[src/design/time_base_pkg.sv]
// package: register map, field layout and constants of the time base unit
package time_base_pkg;
	// ----------------------------------------------------------------
	// register offsets (byte addresses, one aligned word each)
	// ----------------------------------------------------------------
	localparam logic [7:0] ADDR_CHANNEL_ENABLE   = 8'h00;
	localparam logic [7:0] ADDR_BASE0_CONTROL    = 8'h04;
	localparam logic [7:0] ADDR_TIME_BASE0_VALUE = 8'h08;
	localparam logic [7:0] ADDR_AUX1_CONTROL     = 8'h0C;
	localparam logic [7:0] ADDR_AUX1_VALUE       = 8'h10;
	localparam logic [7:0] ADDR_AUX2_CONTROL     = 8'h14;
	localparam logic [7:0] ADDR_AUX2_VALUE       = 8'h18;

	// ----------------------------------------------------------------
	// widths and field positions (lsb-0 numbering)
	// ----------------------------------------------------------------
	localparam int BASE0_W   = 27;
	localparam int AUX_W     = 24;
	localparam int STAMP_W   = 24;
	localparam int SRC_W     = 3;
	localparam int TICK_N    = 8;
	localparam int RES_SHIFT = 3;
	localparam int MODE_BIT  = 0;
	localparam int SRC_LSB   = 1;
	localparam int RES_BIT   = 0;
	localparam int EN0_LSB   = 0;
	localparam int EN1_LSB   = 2;
	localparam int EN2_LSB   = 4;

	// ----------------------------------------------------------------
	// enable pair codes and reset values
	// ----------------------------------------------------------------
	localparam logic [1:0] PAIR_DISABLE = 2'h1;
	localparam logic [1:0] PAIR_ENABLE  = 2'h2;
	localparam logic [1:0] PAIR_READ_ON = 2'h3;
	localparam logic [1:0] PAIR_READ_OFF = 2'h0;
	localparam logic [BASE0_W-1:0] BASE0_RESET = 27'h0000000;
	localparam logic [AUX_W-1:0]   AUX_RESET   = 24'h000000;
	localparam logic [SRC_W-1:0]   SRC_RESET   = 3'h0;

	typedef enum logic {
		FREE_RUNNING,
		FORWARD_BACKWARD
	} count_mode_select_t;
endpackage : time_base_pkg

[src/design/aux_counter.sv]
// aux time base channel: 24-bit counter, free running or forward/backward
`timescale 1ns/1ps
module aux_counter
	import time_base_pkg::*;
(
	// clock and reset
	input  wire logic                sys_clk,
	input  wire logic                rst_b,
	// control
	input  wire logic                enable,
	input  wire count_mode_select_t  count_mode_select,
	input  wire logic [SRC_W-1:0]    tick_source_select,
	input  wire logic [TICK_N-1:0]   managed_tick,
	input  wire logic                sub_inc_tick,
	input  wire logic                count_down,
	// software load while disabled
	input  wire logic                load,
	input  wire logic [AUX_W-1:0]    load_value,
	// count
	output logic      [AUX_W-1:0]    count
);
	// ----------------------------------------------------------------
	// step selection
	// ----------------------------------------------------------------
	wire logic             free_step = managed_tick[tick_source_select];
	wire logic             bidir     = (count_mode_select == FORWARD_BACKWARD);
	wire logic             step      = bidir ? sub_inc_tick : free_step;
	wire logic             go_down   = bidir && count_down;
	// wrap falls out of modulo arithmetic in both directions
	wire logic [AUX_W-1:0] next_count = go_down ? count - 1'b1 : count + 1'b1;

	// counter: holds while disabled, loads only then
	always_ff @(posedge sys_clk or negedge rst_b) begin
		if (!rst_b) begin
			count <= AUX_RESET;
		end else if (!enable) begin
			if (load) begin
				count <= load_value;
			end
		end else if (step) begin
			count <= next_count;
		end
	end

	a_down_step: assert property (@(posedge sys_clk) disable iff (!rst_b)
		enable && bidir && sub_inc_tick && count_down |=> count == $past(count) - 1'b1)
		else $error("aux counter did not decrement");
	a_disabled_hold: assert property (@(posedge sys_clk) disable iff (!rst_b)
		!enable && !load |=> count == $past(count))
		else $error("disabled aux counter moved");
endmodule : aux_counter

[src/design/time_base_unit.sv]
// time base unit: channel 0 27-bit stamp counter and two aux channels
//
// Implementation choices: strobed register access and the register offsets.
`timescale 1ns/1ps
module time_base_unit
	import time_base_pkg::*;
(
	// clock and reset
	input  wire logic                 sys_clk,
	input  wire logic                 rst_b,
	// register port
	input  wire logic [7:0]           reg_addr,
	input  wire logic [31:0]          reg_wdata,
	input  wire logic                 reg_write,
	input  wire logic                 reg_read,
	output logic      [31:0]          reg_rdata,
	// tick sources (same clock domain)
	input  wire logic [TICK_N-1:0]    managed_tick,
	input  wire logic [1:0]           sub_inc_tick,
	input  wire logic [1:0]           count_down,
	// time stamps to the input timers
	output logic      [BASE0_W-1:0]   primary_time_stamp,
	output logic      [STAMP_W-1:0]   capture_stamp,
	output logic      [AUX_W-1:0]     aux_time_stamp1,
	output logic      [AUX_W-1:0]     aux_time_stamp2
);
	// ----------------------------------------------------------------
	// state
	// ----------------------------------------------------------------
	logic [2:0]               enabled;
	logic                     resolution_select;
	logic [SRC_W-1:0]         src0;
	logic [BASE0_W-1:0]       base0;
	count_mode_select_t       mode [1:2];
	logic [SRC_W-1:0]         src  [1:2];
	logic [AUX_W-1:0]         aux_count [1:2];

	// ----------------------------------------------------------------
	// decode
	// ----------------------------------------------------------------
	function automatic logic hit(input logic [7:0] a, input logic [7:0] off);
		hit = (a == off);
	endfunction : hit

	// next enable for one pair; 00 and 11 keep the present state
	function automatic logic pair_next(input logic [1:0] code, input logic cur);
		pair_next = (code == PAIR_ENABLE) ? 1'b1 : (code == PAIR_DISABLE) ? 1'b0 : cur;
	endfunction : pair_next

	function automatic logic [1:0] pair_read(input logic on);
		pair_read = on ? PAIR_READ_ON : PAIR_READ_OFF;
	endfunction : pair_read

	wire logic wr_enable = reg_write && hit(reg_addr, ADDR_CHANNEL_ENABLE);
	wire logic wr_ctrl0  = reg_write && hit(reg_addr, ADDR_BASE0_CONTROL);
	wire logic wr_base0  = reg_write && hit(reg_addr, ADDR_TIME_BASE0_VALUE);
	wire logic wr_ctrl1  = reg_write && hit(reg_addr, ADDR_AUX1_CONTROL);
	wire logic wr_val1   = reg_write && hit(reg_addr, ADDR_AUX1_VALUE);
	wire logic wr_ctrl2  = reg_write && hit(reg_addr, ADDR_AUX2_CONTROL);
	wire logic wr_val2   = reg_write && hit(reg_addr, ADDR_AUX2_VALUE);
	wire logic [2:0] wr_ctrl = {wr_ctrl2, wr_ctrl1, 1'b0};
	wire logic [2:0] wr_val  = {wr_val2, wr_val1, 1'b0};

	wire logic [1:0] code0 = reg_wdata[EN0_LSB +: 2];
	wire logic [1:0] code1 = reg_wdata[EN1_LSB +: 2];
	wire logic [1:0] code2 = reg_wdata[EN2_LSB +: 2];
	wire logic [2:0] next_enabled = {pair_next(code2, enabled[2]),
	                                 pair_next(code1, enabled[1]),
	                                 pair_next(code0, enabled[0])};

	// ----------------------------------------------------------------
	// channel enables
	// ----------------------------------------------------------------
	always_ff @(posedge sys_clk or negedge rst_b) begin
		if (!rst_b) begin
			enabled <= 3'h0;
		end else if (wr_enable) begin
			enabled <= next_enabled;
		end
	end

	// ----------------------------------------------------------------
	// channel 0 control and counter
	// ----------------------------------------------------------------
	wire logic               tick0      = managed_tick[src0];
	wire logic [BASE0_W-1:0] next_base0 = base0 + 1'b1;

	// settings frozen while running so stamps stay consistent
	always_ff @(posedge sys_clk or negedge rst_b) begin
		if (!rst_b) begin
			resolution_select <= 1'b0;
			src0              <= SRC_RESET;
		end else if (wr_ctrl0 && !enabled[0]) begin
			resolution_select <= reg_wdata[RES_BIT];
			src0              <= reg_wdata[SRC_LSB +: SRC_W];
		end
	end

	always_ff @(posedge sys_clk or negedge rst_b) begin
		if (!rst_b) begin
			base0 <= BASE0_RESET;
		end else if (!enabled[0]) begin
			if (wr_base0) begin
				base0 <= reg_wdata[BASE0_W-1:0];
			end
		end else if (tick0) begin
			base0 <= next_base0;
		end
	end

	// ----------------------------------------------------------------
	// aux channels 1 and 2
	// ----------------------------------------------------------------
	generate
		for (genvar ch = 1; ch <= 2; ch++) begin : g_aux
			// mode and source ignore writes while the channel runs
			always_ff @(posedge sys_clk or negedge rst_b) begin
				if (!rst_b) begin
					mode[ch] <= FREE_RUNNING;
					src[ch]  <= SRC_RESET;
				end else if (wr_ctrl[ch] && !enabled[ch]) begin
					mode[ch] <= count_mode_select_t'(reg_wdata[MODE_BIT]);
					src[ch]  <= reg_wdata[SRC_LSB +: SRC_W];
				end
			end

			aux_counter u_aux (
				.sys_clk            (sys_clk),
				.rst_b              (rst_b),
				.enable             (enabled[ch]),
				.count_mode_select  (mode[ch]),
				.tick_source_select (src[ch]),
				.managed_tick       (managed_tick),
				.sub_inc_tick       (sub_inc_tick[ch-1]),
				.count_down         (count_down[ch-1]),
				.load               (wr_val[ch]),
				.load_value         (reg_wdata[AUX_W-1:0]),
				.count              (aux_count[ch])
			);

			a_mode_frozen: assert property (@(posedge sys_clk) disable iff (!rst_b)
				enabled[ch] && $past(enabled[ch]) |-> $stable(mode[ch]) && $stable(src[ch]))
				else $error("aux setting changed while enabled");
		end
	endgenerate

	// ----------------------------------------------------------------
	// time stamp outputs
	// ----------------------------------------------------------------
	assign primary_time_stamp = base0;
	assign capture_stamp      = resolution_select ?
	                            base0[RES_SHIFT +: STAMP_W] : base0[STAMP_W-1:0];
	assign aux_time_stamp1    = aux_count[1];
	assign aux_time_stamp2    = aux_count[2];

	// ----------------------------------------------------------------
	// read mux; unmapped addresses read zero
	// ----------------------------------------------------------------
	logic [31:0] read_mux;
	always_comb begin
		read_mux = 32'h0000_0000;
		unique case (1'b1)
			hit(reg_addr, ADDR_CHANNEL_ENABLE): begin
				read_mux[EN0_LSB +: 2] = pair_read(enabled[0]);
				read_mux[EN1_LSB +: 2] = pair_read(enabled[1]);
				read_mux[EN2_LSB +: 2] = pair_read(enabled[2]);
			end
			hit(reg_addr, ADDR_BASE0_CONTROL): begin
				read_mux[RES_BIT]             = resolution_select;
				read_mux[SRC_LSB +: SRC_W]    = src0;
			end
			hit(reg_addr, ADDR_TIME_BASE0_VALUE): read_mux[BASE0_W-1:0] = base0;
			hit(reg_addr, ADDR_AUX1_CONTROL): begin
				read_mux[MODE_BIT]            = mode[1];
				read_mux[SRC_LSB +: SRC_W]    = src[1];
			end
			hit(reg_addr, ADDR_AUX1_VALUE): read_mux[AUX_W-1:0] = aux_count[1];
			hit(reg_addr, ADDR_AUX2_CONTROL): begin
				read_mux[MODE_BIT]            = mode[2];
				read_mux[SRC_LSB +: SRC_W]    = src[2];
			end
			hit(reg_addr, ADDR_AUX2_VALUE): read_mux[AUX_W-1:0] = aux_count[2];
			default: read_mux = 32'h0000_0000;
		endcase
	end

	// read data stands only in the cycle after the strobe
	always_ff @(posedge sys_clk or negedge rst_b) begin
		if (!rst_b) begin
			reg_rdata <= 32'h0000_0000;
		end else begin
			reg_rdata <= reg_read ? read_mux : 32'h0000_0000;
		end
	end

	// ----------------------------------------------------------------
	// checks
	// ----------------------------------------------------------------
	a_base0_write: assert property (@(posedge sys_clk) disable iff (!rst_b)
		wr_base0 && !enabled[0] |=> base0 == $past(reg_wdata[BASE0_W-1:0]))
		else $error("channel 0 load lost");
	a_base0_count: assert property (@(posedge sys_clk) disable iff (!rst_b)
		enabled[0] && tick0 |=> base0 == $past(base0) + 1'b1)
		else $error("channel 0 did not advance");
	a_base0_live: assert property (@(posedge sys_clk) disable iff (!rst_b)
		reg_read && hit(reg_addr, ADDR_TIME_BASE0_VALUE)
		|=> reg_rdata == {5'h00, $past(base0)})
		else $error("channel 0 read not live");
	a_aux_read: assert property (@(posedge sys_clk) disable iff (!rst_b)
		reg_read && hit(reg_addr, ADDR_AUX1_VALUE)
		|=> reg_rdata == {8'h00, $past(aux_count[1])})
		else $error("aux 1 read wrong");
	a_pair_enable: assert property (@(posedge sys_clk) disable iff (!rst_b)
		wr_enable && code0 == PAIR_ENABLE |=> enabled[0] ##1 enabled[0] || wr_enable)
		else $error("enable code not taken");
	a_pair_keep: assert property (@(posedge sys_clk) disable iff (!rst_b)
		wr_enable && (code1 == 2'h0 || code1 == 2'h3) |=> $stable(enabled[1]))
		else $error("keep code changed enable");
	a_stamp_select: assert property (@(posedge sys_clk) disable iff (!rst_b)
		resolution_select |-> capture_stamp == base0[26:3])
		else $error("upper stamp bits wrong");
	a_ctrl_reserved: assert property (@(posedge sys_clk) disable iff (!rst_b)
		reg_read && hit(reg_addr, ADDR_AUX2_CONTROL) |=> reg_rdata[31:4] == 28'h0)
		else $error("reserved control bits set");

	// ----------------------------------------------------------------
	// refusals, read-back layout and counting steps
	// ----------------------------------------------------------------
	a_base0_frozen: assert property (@(posedge sys_clk) disable iff (!rst_b)
		wr_base0 && enabled[0] && !tick0 |=> $stable(base0))
		else $error("channel 0 value written while enabled");
	a_value0_reserved: assert property (@(posedge sys_clk) disable iff (!rst_b)
		reg_read && hit(reg_addr, ADDR_TIME_BASE0_VALUE) |=> reg_rdata[31:BASE0_W] == '0)
		else $error("channel 0 reserved bits set");
	a_aux_reserved: assert property (@(posedge sys_clk) disable iff (!rst_b)
		reg_read && hit(reg_addr, ADDR_AUX1_VALUE) |=> reg_rdata[31:AUX_W] == '0)
		else $error("aux value reserved bits set");
	a_enable_reserved: assert property (@(posedge sys_clk) disable iff (!rst_b)
		reg_read && hit(reg_addr, ADDR_CHANNEL_ENABLE) |=> reg_rdata[31:6] == '0)
		else $error("enable reserved bits set");
	a_rdata_idle: assert property (@(posedge sys_clk) disable iff (!rst_b)
		!reg_read |=> reg_rdata == 32'h0000_0000)
		else $error("read data without a read");
	a_enable_readback: assert property (@(posedge sys_clk) disable iff (!rst_b)
		reg_read && hit(reg_addr, ADDR_CHANNEL_ENABLE)
		|=> reg_rdata[EN0_LSB +: 2] == {2{$past(enabled[0])}})
		else $error("enable pair read back wrong");
	a_pair_disable: assert property (@(posedge sys_clk) disable iff (!rst_b)
		wr_enable && code2 == PAIR_DISABLE |=> !enabled[2])
		else $error("disable code not taken");
	a_pair_hold0: assert property (@(posedge sys_clk) disable iff (!rst_b)
		wr_enable && (code0 == 2'h0 || code0 == 2'h3) |=> $stable(enabled[0]))
		else $error("keep code changed channel 0");
	a_mode_refused: assert property (@(posedge sys_clk) disable iff (!rst_b)
		wr_ctrl1 && enabled[1] |=> $stable(mode[1]))
		else $error("mode written while enabled");
	a_source_refused: assert property (@(posedge sys_clk) disable iff (!rst_b)
		wr_ctrl2 && enabled[2] |=> $stable(src[2]))
		else $error("source written while enabled");
	a_aux_load: assert property (@(posedge sys_clk) disable iff (!rst_b)
		wr_val1 && !enabled[1] |=> aux_count[1] == $past(reg_wdata[AUX_W-1:0]))
		else $error("aux 1 load lost");
	a_mode_readback: assert property (@(posedge sys_clk) disable iff (!rst_b)
		reg_read && hit(reg_addr, ADDR_AUX1_CONTROL) |=> reg_rdata[MODE_BIT] == $past(mode[1]))
		else $error("mode read back wrong");
	a_source_readback: assert property (@(posedge sys_clk) disable iff (!rst_b)
		reg_read && hit(reg_addr, ADDR_AUX2_CONTROL)
		|=> reg_rdata[SRC_LSB +: SRC_W] == $past(src[2]))
		else $error("source read back wrong");
	a_aux2_read: assert property (@(posedge sys_clk) disable iff (!rst_b)
		reg_read && hit(reg_addr, ADDR_AUX2_VALUE)
		|=> reg_rdata == {8'h00, $past(aux_count[2])})
		else $error("aux 2 read wrong");
	a_stamp_lower: assert property (@(posedge sys_clk) disable iff (!rst_b)
		!resolution_select |-> capture_stamp == base0[STAMP_W-1:0])
		else $error("lower stamp bits wrong");
	a_stamps_routed: assert property (@(posedge sys_clk) disable iff (!rst_b)
		primary_time_stamp == base0 && aux_time_stamp1 == aux_count[1]
		&& aux_time_stamp2 == aux_count[2])
		else $error("time stamp not routed");
	a_base0_hold: assert property (@(posedge sys_clk) disable iff (!rst_b)
		!enabled[0] && !wr_base0 |=> $stable(base0))
		else $error("disabled channel 0 moved");
	a_base0_idle: assert property (@(posedge sys_clk) disable iff (!rst_b)
		enabled[0] && !tick0 |=> $stable(base0))
		else $error("channel 0 moved without tick");
	a_free_step: assert property (@(posedge sys_clk) disable iff (!rst_b)
		enabled[1] && mode[1] == FREE_RUNNING && managed_tick[src[1]]
		|=> aux_count[1] == $past(aux_count[1]) + 1'b1)
		else $error("aux 1 free step missed");
	a_up_step: assert property (@(posedge sys_clk) disable iff (!rst_b)
		enabled[1] && mode[1] == FORWARD_BACKWARD && sub_inc_tick[0] && !count_down[0]
		|=> aux_count[1] == $past(aux_count[1]) + 1'b1)
		else $error("aux 1 up step missed");
endmodule : time_base_unit
[config.mk]
export PLATFORM = sky130hd
export DESIGN_NAME = time_base_unit
export DESIGN_NICKNAME = d
export VERILOG_FILES = /design/src/design/time_base_pkg.sv /design/src/design/aux_counter.sv /design/src/design/time_base_unit.sv
export SDC_FILE = /design/constraint.sdc
export NUM_CORES = 1
export LEC_CHECK = 0
export ABC_CLOCK_PERIOD_IN_PS = 3900
export BUFFER_PORTS_ARGS = -buffer_cell sky130_fd_sc_hd__buf_2
export CORE_MARGIN = 1
export CORE_UTILIZATION = 45
export CTS_BUF_LIST = sky130_fd_sc_hd__clkbuf_4 sky130_fd_sc_hd__clkbuf_8 sky130_fd_sc_hd__clkbuf_16
export CTS_CLUSTER_DIAMETER = 100
export DETAILED_ROUTE_END_ITERATION = 8
export PLACE_DENSITY = 0.68
export SLEW_MARGIN = 20
export SYNTH_ARGS = -nofsm -noshare
export SYNTH_HDL_FRONTEND = slang
export SYNTH_SLANG_ARGS = --single-unit
[constraint.sdc]
create_clock -name sys_clk -period 3.9 [get_ports sys_clk]
set_input_delay 0.195 -clock sys_clk [delete_from_list [all_inputs] [get_ports sys_clk]]
set_output_delay 0.195 -clock sys_clk [all_outputs]
set_load 0.03 [all_outputs]
==> results of run 1 <==
-- power by group through the flow --
| stage | Sequential (mW) | Combinational [mW] | Clock [mW] |
|---|---|---|---|
| after floorplan | 2.02 | 1.19 | 0 |
| after global placement | 2.02 | 1.79 | 0 |
| after detailed placement | 2.02 | 1.81 | 0 |
| after CTS | 2.00 | 1.82 | 1.66 |
| after global routing | 2.06 | 1.98 | 1.73 |
| final | 2.03 | 1.83 | 1.66 |
-- routing by layer --
layer | part of all wire | GRT usage
met5 | 0 | 0
met4 | 0.030 | 0.115
met3 | 0.085 | 0.0553
met2 | 0.45 | 0.477
met1 | 0.43 | 0.435
-- cell type report --
class                   count  area, µm²
clock inverters            12        153
repair buffers            196       1070
fillers                  1820       9040
flip-flops and latches    117       2930
well taps                 265        332
multi-input cells         834       5420
clock buffers              20        467
inverters                  15       56.3
-- how the worst min path moves through the flow --
stage / startpoint / end / slack [ns] / cells after the start
finish: reg_wdata[25] / primary_time_stamp[25] / 0.10 / 3
global route: reg_wdata[18] / g_aux[2].u_aux.count[18] / 0.11 / 2
detailed placement: rst_b / src[5] / 0.40 / 1
global placement: rst_b / src[4] / 0.40 / 1
CTS: reg_wdata[25] / primary_time_stamp[25] / 0.10 / 3
floorplan: rst_b / enabled[0] / -0.10 / 0
-- placed cells by master (no fill, tap or decap), types with 6 or more instances in the layout --
| master | instances |
|---|---|
| buf_2 | 175 |
| dfrtp_1 | 115 |
| a21oi_1 | 95 |
| nor2_1 | 94 |
| nand2_1 | 93 |
| nand3_1 | 63 |
| mux2_2 | 46 |
| o21ai_0 | 43 |
| o22ai_1 | 43 |
| mux2i_1 | 42 |
| nor3_1 | 25 |
| a22oi_1 | 24 |
| and3_1 | 20 |
| nand4_1 | 20 |
| buf_4 | 18 |
| o21ai_1 | 17 |
| clkbuf_16 | 17 |
| inv_1 | 14 |
| or4_1 | 12 |
| mux2_1 | 12 |
| nand2b_1 | 11 |
| nor4_1 | 11 |
| a31oi_1 | 10 |
| and2_1 | 10 |
| mux4_2 | 9 |
| o22a_1 | 9 |
| xnor2_1 | 8 |
| o31ai_1 | 6 |
| or3_1 | 6 |
| ha_1 | 6 |
-- per-stage QoR --
stage	total power, mW	setup slack (ns)
after floorplan	3.21	0.863
after global routing	5.77	0.514
after global placement	3.81	0.879
after CTS	5.49	0.819
final	5.52	0.742
after detailed placement	3.83	0.868
-- registers in the layout (all words and copies together) (netlist names) --
signal and count:
src0 3, resolution_select 1, reg_rdata 27, mode 2
src 6, enabled 3, primary_time_stamp 27, g_aux.u_aux.count 48
-- tightest hold or removal path, delay by kind of cell --
kind | cells | cell delay, ns
compound gates | 2 | 0.20
buf+inv | 1 | 0.10
-- logic make-up (layout without fill, tap and decap cells) --
group,after synthesis,in the layout,synth area share
and+or+nand+nor,405,405,0.231
AOI/OAI and AO/OA,301,301,0.213
buffers and inverters,124,243,0.0671
DFF,117,117,0.328
muxes,109,109,0.143
xor gates and xnor gates,8,8,0.00786
adders and majority gates,6,6,0.00842
other,1,5,0.000421
==> flow_summary.ini, run 1 <==
[outcome]
status = completed

[worst_setup_path]
r2r_start = mode[0]
critical-path-top-delay-family = compound AO/OA/AOI/OAI gates
worstPathBufferInverterCount = 0
worstPathMaxFanout = 13
cp.depth = 10
crit_chain = nand2_2, xnor2_1, ha_1, nand2_1, a221o_1, and2_1, a2111oi_1, mux2i_1, nand4b_1, o211ai_1
r2r-end = g_aux[2].u_aux.count[20]
crit_type = reg2reg
cp-end-kind = flip-flop
r2r_slack_ns = 0.74
critPathMaxStageDelay_ns = 0.63
critPathLaunch = mode[0]
startpoint_type = flip-flop
slowest_stage = dfrtp_1
cp.required_ns = 4.24
crit_end = g_aux[2].u_aux.count[20]
arrival_ns = 3.50
reg2regPathDepth = 10

[yosys]
ys_warn_count = 0
synthCells = 1071
seq_area_frac_synth = 0.328
ys_seq_elements = 117
async_reset_ff_frac = 1.00
synth_edf_count = 0
synth_top_area_frac = 0.328
syn_avg_cell_area_um2 = 8.33
yosys-top-cells-area = dfrtp_1, mux2_2, a21oi_1
yosysMostFrequentCell = dfrtp_1
synth_area_leader_cell = dfrtp_1
synthesis.area_mm2 = 0.00892
yosysUniqueCellTypes = 84
ys_top_cells_by_count = dfrtp_1, a21oi_1, nor2_1, nand2_1, clkbuf_1
dominantRegCellSynth = dfrtp_1

[floorplanning]
fp-row-count = 51
start_util = 0.458
die_x_um = 143
core_mm2 = 0.0195
io_pins = 187
die_area_mm2 = 0.0204
die_y_um = 143

[run]
cap_violations = 0

[sta]
finalHoldViolations = 0
fin_hold_ws_ns = 0.103
setup_violations = 0
fmax_mhz = 317
slew_violations = 0
fin_setup_tns_ns = 0
fin_crit_sh = 0.810
rsz0062_at_grt = false
fin_crit_ns = 3.16
timing.slew.headroom = 0.324
worst_clock_skew_ns = 0.0111
tightest_slew_ns = 1.01

[finish]
nets = 1243
insertedDiodeCount = 0
final_util = 0.536
area_growth_pct = 16.9
drive_above_1_share = 0.255
finish.instance_area_mm2 = 0.0104
final_cell_count_no_fill = 1459

[global_route]
grt_pass1_vias = 8142
antenna_found_initial = 0
grt_max_degree = 76
grt_pass1_wl_um = 47600
grt_usage = 0.311
grt.overflow.total = 0

[power]
p_sw_mw = 2.41
combinationalPowerShare = 0.331
switching_share = 0.436
power.leakage_nw = 4.53
seqPwrFrac = 0.367
clock_power_share = 0.301
max-vdd-ir-drop_mv = 0.373
power_density_mw_per_mm2 = 529
p_int_mw = 3.11

[route]
num_vias = 9225
routed_wl_um = 31000
drtPass1Iterations = 5
wl_per_cell_um = 21.3
postRouteAntennaNets = 0
routed_via_density = 6.32
drc_errors = 0
drtIter0Drc = 1108

[cts]
clk_pin_slew_ns = 0.06
clk-insertion-delay-late_ns = 0.43
htreeDepth = 4
hold_buffers = 1
cts_resized = 0
clkSinkCount = 117
tritoncts = built
post_cts_buffers = 0
cts-root-buf = clkbuf_16
cts_buffers = 17
clockBufferDepth = 2

[placement]
port_buffers = 176
dpl.hpwl_um = 22200
gp_congestion = 0.914
placed_cells = 1425
place_area_mm2 = 0.00977

[worst_hold_path]
hp-class = in2reg
No activity file was read; power rests on OpenSTA's default activity.
==> run 2: changes to the inputs <==
ABC_AREA = 1   (was unset)
ABC_CLOCK_PERIOD_IN_PS = 3000   (was 3900)
PLACE_DENSITY = 0.67   (was 0.68)
clock period = 3 ns   (was 3.9 ns; I/O delays follow)
==> run 2 against run 1 <==
Against the previous run:
- synthesized cell count increased by 64%
- die area increased by 16%
- sequential share of layout area down 3.7 points
- critical endpoint is now capture_stamp[11]
- largest cell class unchanged
==> flow_summary.ini, run 2 <==
[route]
wl_per_cell_um = 19.2
routed_wl_um = 42300
drc_errors = 0
num_vias = 12100
drtPass1Iterations = 7
drtIter0Drc = 1020
postRouteAntennaNets = 0
routed_via_density = 5.52

[global_route]
grt_max_degree = 56
grt.overflow.total = 0
grt_pass1_wl_um = 65200
grt_usage = 0.362
antenna_found_initial = 0
grt_pass1_vias = 11500

[cts]
cts_resized = 0
post_cts_buffers = 0
htreeDepth = 4
cts_buffers = 17
clk-insertion-delay-late_ns = 0.42
cts-root-buf = clkbuf_16
clockBufferDepth = 2
clk_pin_slew_ns = 0.06
tritoncts = built
clkSinkCount = 117

[yosys]
seq_area_frac_synth = 0.282
async_reset_ff_frac = 1.00
synthesis.area_mm2 = 0.0104
yosys-top-cells-area = dfrtp_1, nand2_1, nand3_1
synth_top_area_frac = 0.282
yosysMostFrequentCell = nand2_1
dominantRegCellSynth = dfrtp_1
synth_area_leader_cell = dfrtp_1
synth_edf_count = 0
ys_seq_elements = 117
ys_warn_count = 0
ys_top_cells_by_count = nand2_1, inv_1, nand3_1, nor2_1, dfrtp_1
syn_avg_cell_area_um2 = 5.92
yosysUniqueCellTypes = 39
synthCells = 1756

[worst_setup_path]
worstPathBufferInverterCount = 2
r2r_start = mode[1]
crit_chain = buf_4, nand2_1, o21ai_0, buf_2
startpoint_type = flip-flop
critPathLaunch = resolution_select
worstPathMaxFanout = 28
critPathMaxStageDelay_ns = 0.91
cp.required_ns = 2.85
critical-path-top-delay-family = flip-flops
arrival_ns = 2.29
slowest_stage = dfrtp_1
cp-end-kind = primary output
crit_type = reg2out

[sta]
timing.slew.headroom = 0.417
tightest_slew_ns = 0.875
fin_crit_sh = 0.812
fmax_mhz = 411
fin_crit_ns = 2.44
setup_violations = 0
finalHoldViolations = 0
worst_clock_skew_ns = 0.0116
rsz0062_at_grt = false
slew_violations = 0
setup_slack_ns = 0.565
fin_setup_tns_ns = 0

[floorplanning]
core_mm2 = 0.0226
die_area_mm2 = 0.0237
die_y_um = 154
fp-row-count = 55
die_x_um = 154
start_util = 0.459
io_pins = 187

[worst_hold_path]
hp-class = in2reg
min_from = reg_wdata[24]

[placement]
dpl.hpwl_um = 33400
place_ws_ns = 0.649
port_buffers = 176
gp_congestion = 0.998

[run]
cap_violations = 0

[outcome]
status = completed

[finish]
area_growth_pct = 15.5
insertedDiodeCount = 0
largest_reg_flops = 48
final_cell_mix = nand2_1, inv_1, nand3_1, buf_2, nor2_1
layout_commonest_cell = nand2_1
drive_above_1_share = 0.154
top_register = g_aux.u_aux.count
nets = 1966

[power]
power.leakage_nw = 6.77
power_density_mw_per_mm2 = 652
max-vdd-ir-drop_mv = 0.355
power.total_mw = 7.82
[run 2: cell types whose count changed after synthesis, sizes merged, moves of 19 or more]
| cell | previous run | this run |
|---|---|---|
| o22ai | 43 | 24 |
| o21ai | 61 | 127 |
| inv | 14 | 243 |
| a21oi | 95 | 58 |
| and3 | 21 | 0 |
| a22oi | 24 | 3 |
| clkbuf | 75 | 33 |
| mux2i | 42 | 0 |
| nand2 | 95 | 620 |
| nor2 | 94 | 146 |
| nand3 | 63 | 221 |
| xor2 | 0 | 19 |
| mux2 | 58 | 0 |
[run 2: worst register-to-register path, stage by stage, from the launching register on]
cell	delay, ns
dfrtp_1	0.39
buf_4	0.29
nand3_1	0.17
nand2_1	0.13
inv_1	0.05
ha_1	0.16
inv_1	0.04
nand2_1	0.12
a21oi_1	0.33
o21bai_2	0.14
nand2_1	0.12
nand2_1	0.06
nand2_1	0.05
nand3_1	0.07
nand2_1	0.09
nand2_1	0.04
[run 2: area by class of cell]
type,count,area [µm²]
Fill cell,2467,10600
Multi-Input combinational cell,1324,6150
Sequential cell,117,2930
Timing Repair Buffer,199,1070
Inverter,245,920
Clock buffer,21,474
Tap cell,285,357
Clock inverter,9,104
[run 2: what timing repair did]
item	in CTS	in global routing
hold endpoints to repair	33	0
endpoints found under the setup margin	0	0
hold buffers	1	0
[run 2: kinds of logic (layout without fill, tap and decap cells)]
logic type,Yosys count,count (layout),synth area share
fa+ha+maj,6,6,0.00722
compound gates,264,264,0.147
simple gates,1030,1030,0.420
flops,117,117,0.282
xor+xnor,19,19,0.0160
buf+inv,319,474,0.128
other cells,1,5,0.000361
[run 2: worst paths after layout]
kind / endpoint / slack (ns) / cells after the start
worst max-delay path: capture_stamp[11] / 0.56 / 4
worst min-delay path: primary_time_stamp[24] / 0.03 / 3
worst max register to register: g_aux[1].u_aux.count[16] / 0.64 / 15
worst min register to register: src[2] / 0.57 / 2
max in group asynchronous: reg_rdata[5] / 1.92 / 3
min in group asynchronous: src0[2] / 0.26 / 2
[run 2: where the power goes]
part           internal [mW]  switching [mW]  total [mW]
registers               1.89           0.529        2.42
logic                  0.896            2.47        3.36
clock network           1.28           0.760        2.04
total                   4.07            3.76        7.82
[run 2: layer usage]
metal | vias to the layer above | global-route usage | wire length, µm
met4 | 0 | 0.121 | 1270
met3 | 79 | 0.0493 | 3320
met2 | 530 | 0.611 | 20000
li1 | 5954 | - | -
met1 | 5578 | 0.475 | 17700
met5 | - | 0 | 0
[run 2: through the flow]
step	hold slack, ns	instances	area, µm²	utilization
6_report	0.0322	2200	12000	0.530
5_1_grt	0.0503	2200	12000	0.530
4_1_cts	0.0176	2200	12000	0.530
3_5_place_dp	0.145	2169	11400	0.504
3_3_place_gp	0.141	2169	11400	0.504
2_1_floorplan	-0.146	1760	10400	-
==> run 3: changes to the inputs <==
ABC_CLOCK_PERIOD_IN_PS = 2070   (was 3000)
PLACE_DENSITY = 0.69   (was 0.67)
clock period = 2.07 ns   (was 3 ns; I/O delays follow)
==> run 3 against run 2 <==
Against the previous run:
- die area did not move
- final cell count rose by 6.2%
- critical endpoint is now g_aux[2].u_aux.count[12]
- utilization rose by 7.4 points
- critical path type is now reg2reg
- largest cell class unchanged
- design area rose by 14%
==> flow_summary.ini, run 3 (same netlist as run 2, synthesis figures left out) <==
[outcome]
status = completed

[power]
p_int_mw = 6.44
power.total_mw = 12.3
clock_power_share = 0.247
max-vdd-ir-drop_mv = 0.547
combinationalPowerShare = 0.478
power_density_mw_per_mm2 = 901
switching_share = 0.477
p_sw_mw = 5.88
seqPwrFrac = 0.275
power.leakage_nw = 7.51

[route]
routed_via_density = 5.53
met3_length_um = 3430
drtIter0Drc = 1209
routed.top_layer = met4
met1_length_um = 18000
num_vias = 12900
postRouteAntennaNets = 0
drc_errors = 0
wl_per_cell_um = 18.8
wl_met2_um = 20800
routed_wl_um = 43800
drtPass1Iterations = 6

[cts]
clockBufferDepth = 2
clkSinkCount = 117
clk_pin_slew_ns = 0.06
cts_buffers = 17
htreeDepth = 4
clk-insertion-delay-late_ns = 0.43
tritoncts = built
cts-root-buf = clkbuf_16

[worst_hold_path]
holdPathEnd = primary_time_stamp[14]
hp-class = in2reg
min_from = reg_wdata[14]
hold_depth = 3

[worst_setup_path]
critPathMaxStageDelay_ns = 0.45
critPathLaunch = mode[0]
crit_chain = nand2_4, nand2_1, nand2_2, inv_1, ha_1, inv_1, nand2_4, a21oi_4, o21bai_4, nand2_1, nand2_1, nand2_1, nand3_1, nand2_1, nand2_1
cpMostUsedCell = nand2_1
cp-end-kind = flip-flop
critical-path-top-delay-family = simple AND/OR/NAND/NOR gates
r2r-end = g_aux[2].u_aux.count[12]
arrival_ns = 2.33
startpoint_type = flip-flop
r2r_start = mode[0]
r2r_slack_ns = 0.06
worstPathMaxFanout = 5
crit_type = reg2reg
reg2regPathDepth = 15
slowest_stage = dfrtp_2
worstPathBufferInverterCount = 2
cp.required_ns = 2.39

[placement]
place_ws_ns = -0.116
gp_congestion = 1.01
port_buffers = 176
dpl.hpwl_um = 34400

[finish]
fillCellCount = 2277
largest_reg_flops = 48
final_cell_mix = nand2_1, inv_1, nand3_1, buf_2, buf_4
insertedDiodeCount = 0
nets = 2102
drive_above_1_share = 0.265
layout_commonest_cell = nand2_1
top_register = g_aux.u_aux.count
area_growth_pct = 31.6

[global_route]
grt_pass1_wl_um = 66700
grt_max_degree = 39
antenna_found_initial = 0
grt_pass1_vias = 12200
grt.overflow.total = 0
grt_usage = 0.369

[floorplanning]
io_pins = 187
fp-row-count = 55
start_util = 0.459
core_mm2 = 0.0226
die_x_um = 154
die_y_um = 154
die_area_mm2 = 0.0237

[sta]
worst_clock_skew_ns = 0.0140
slew_violations = 0
finalHoldViolations = 0
rsz0062_at_grt = true
timing.slew.headroom = 0.637
fmax_mhz = 497
fin_setup_tns_ns = 0
fin_crit_sh = 0.972
setup_violations = 0
tightest_slew_ns = 0.539
setup_slack_ns = 0.0570
fin_crit_ns = 2.01

[run]
cap_violations = 0
## run 3: changes by cell type in the layout (fill, tap and decap cells not counted), moves of 8 or more
| cell | before | now |
|---|---|---|
| nand3_1 | 218 | 196 |
| buf_12 | 1 | 10 |
| nor2_1 | 131 | 95 |
| nor2_4 | 0 | 20 |
| nand3_2 | 3 | 23 |
| nand2_1 | 602 | 563 |
| buf_4 | 22 | 143 |
| nand2_2 | 16 | 51 |
| inv_2 | 21 | 29 |
| nor2_2 | 15 | 31 |
## run 3: tightest hold or removal path, cell delays in order
cell and delay, ns:
buf_2 0.11, o21ai_0 0.08, o22ai_1 0.09
## run 3: per-stage QoR
step / instance area, µm² / hold WS [ns] / util / instances
CTS: 13100 / 0.00488 / 0.580 / 2330
finish: 13700 / 0.0141 / 0.604 / 2337
global route: 13700 / 0.00514 / 0.604 / 2337
global placement: 12500 / 0.0991 / 0.551 / 2295
floorplan: 10400 / -0.192 / - / 1760
detailed placement: 12500 / 0.108 / 0.551 / 2295
## run 3: cell type report
class,instances,area [µm²],share of cell area
Sequential cell,117,2930,0.214
Multi-Input combinational cell,1324,6650,0.486
Timing Repair Buffer,335,2240,0.164
Inverter,245,920,0.0672
Clock buffer,22,482,0.0352
Tap cell,285,357,0.0261
Clock inverter,9,103,0.00750
## run 3: how the worst max path moves through the flow
stage                                     to  slack [ns]  depth (start not counted)
finish              g_aux[2].u_aux.count[12]        0.06                         15
global route          primary_time_stamp[20]       -0.10                         10
CTS                 g_aux[2].u_aux.count[21]       -0.02                         14
detailed placement  g_aux[2].u_aux.count[17]       -0.12                         13
global placement    g_aux[2].u_aux.count[17]       -0.12                         13
floorplan             primary_time_stamp[18]        0.07                         11
## run 3: timing repair
item / CTS / global route
cloned: 0 / 1
buffers inserted: 0 / 6
pin swaps: 1 / 25
hold buffers: 4 / 0
gates resized for setup: 9 / 138
hold endpoints to repair: 34 / 0
setup endpoints to repair: 14 / 40
## run 3: power groups by stage
stage                     Clock [mW]  Combinational [mW]  Sequential (mW)
final                           3.04                5.89             3.39
after global routing            3.16                6.34             3.44
after CTS                       3.06                5.50             3.35
after detailed placement           0                5.47             3.38
after global placement             0                5.42             3.38
after floorplan                    0                2.48             4.15
## run 3: metal layers
layer,global-route usage,up-vias
li1,-,6231
met1,0.479,6021
met2,0.617,570
met3,0.0600,100
met4,0.138,0
met5,0,-
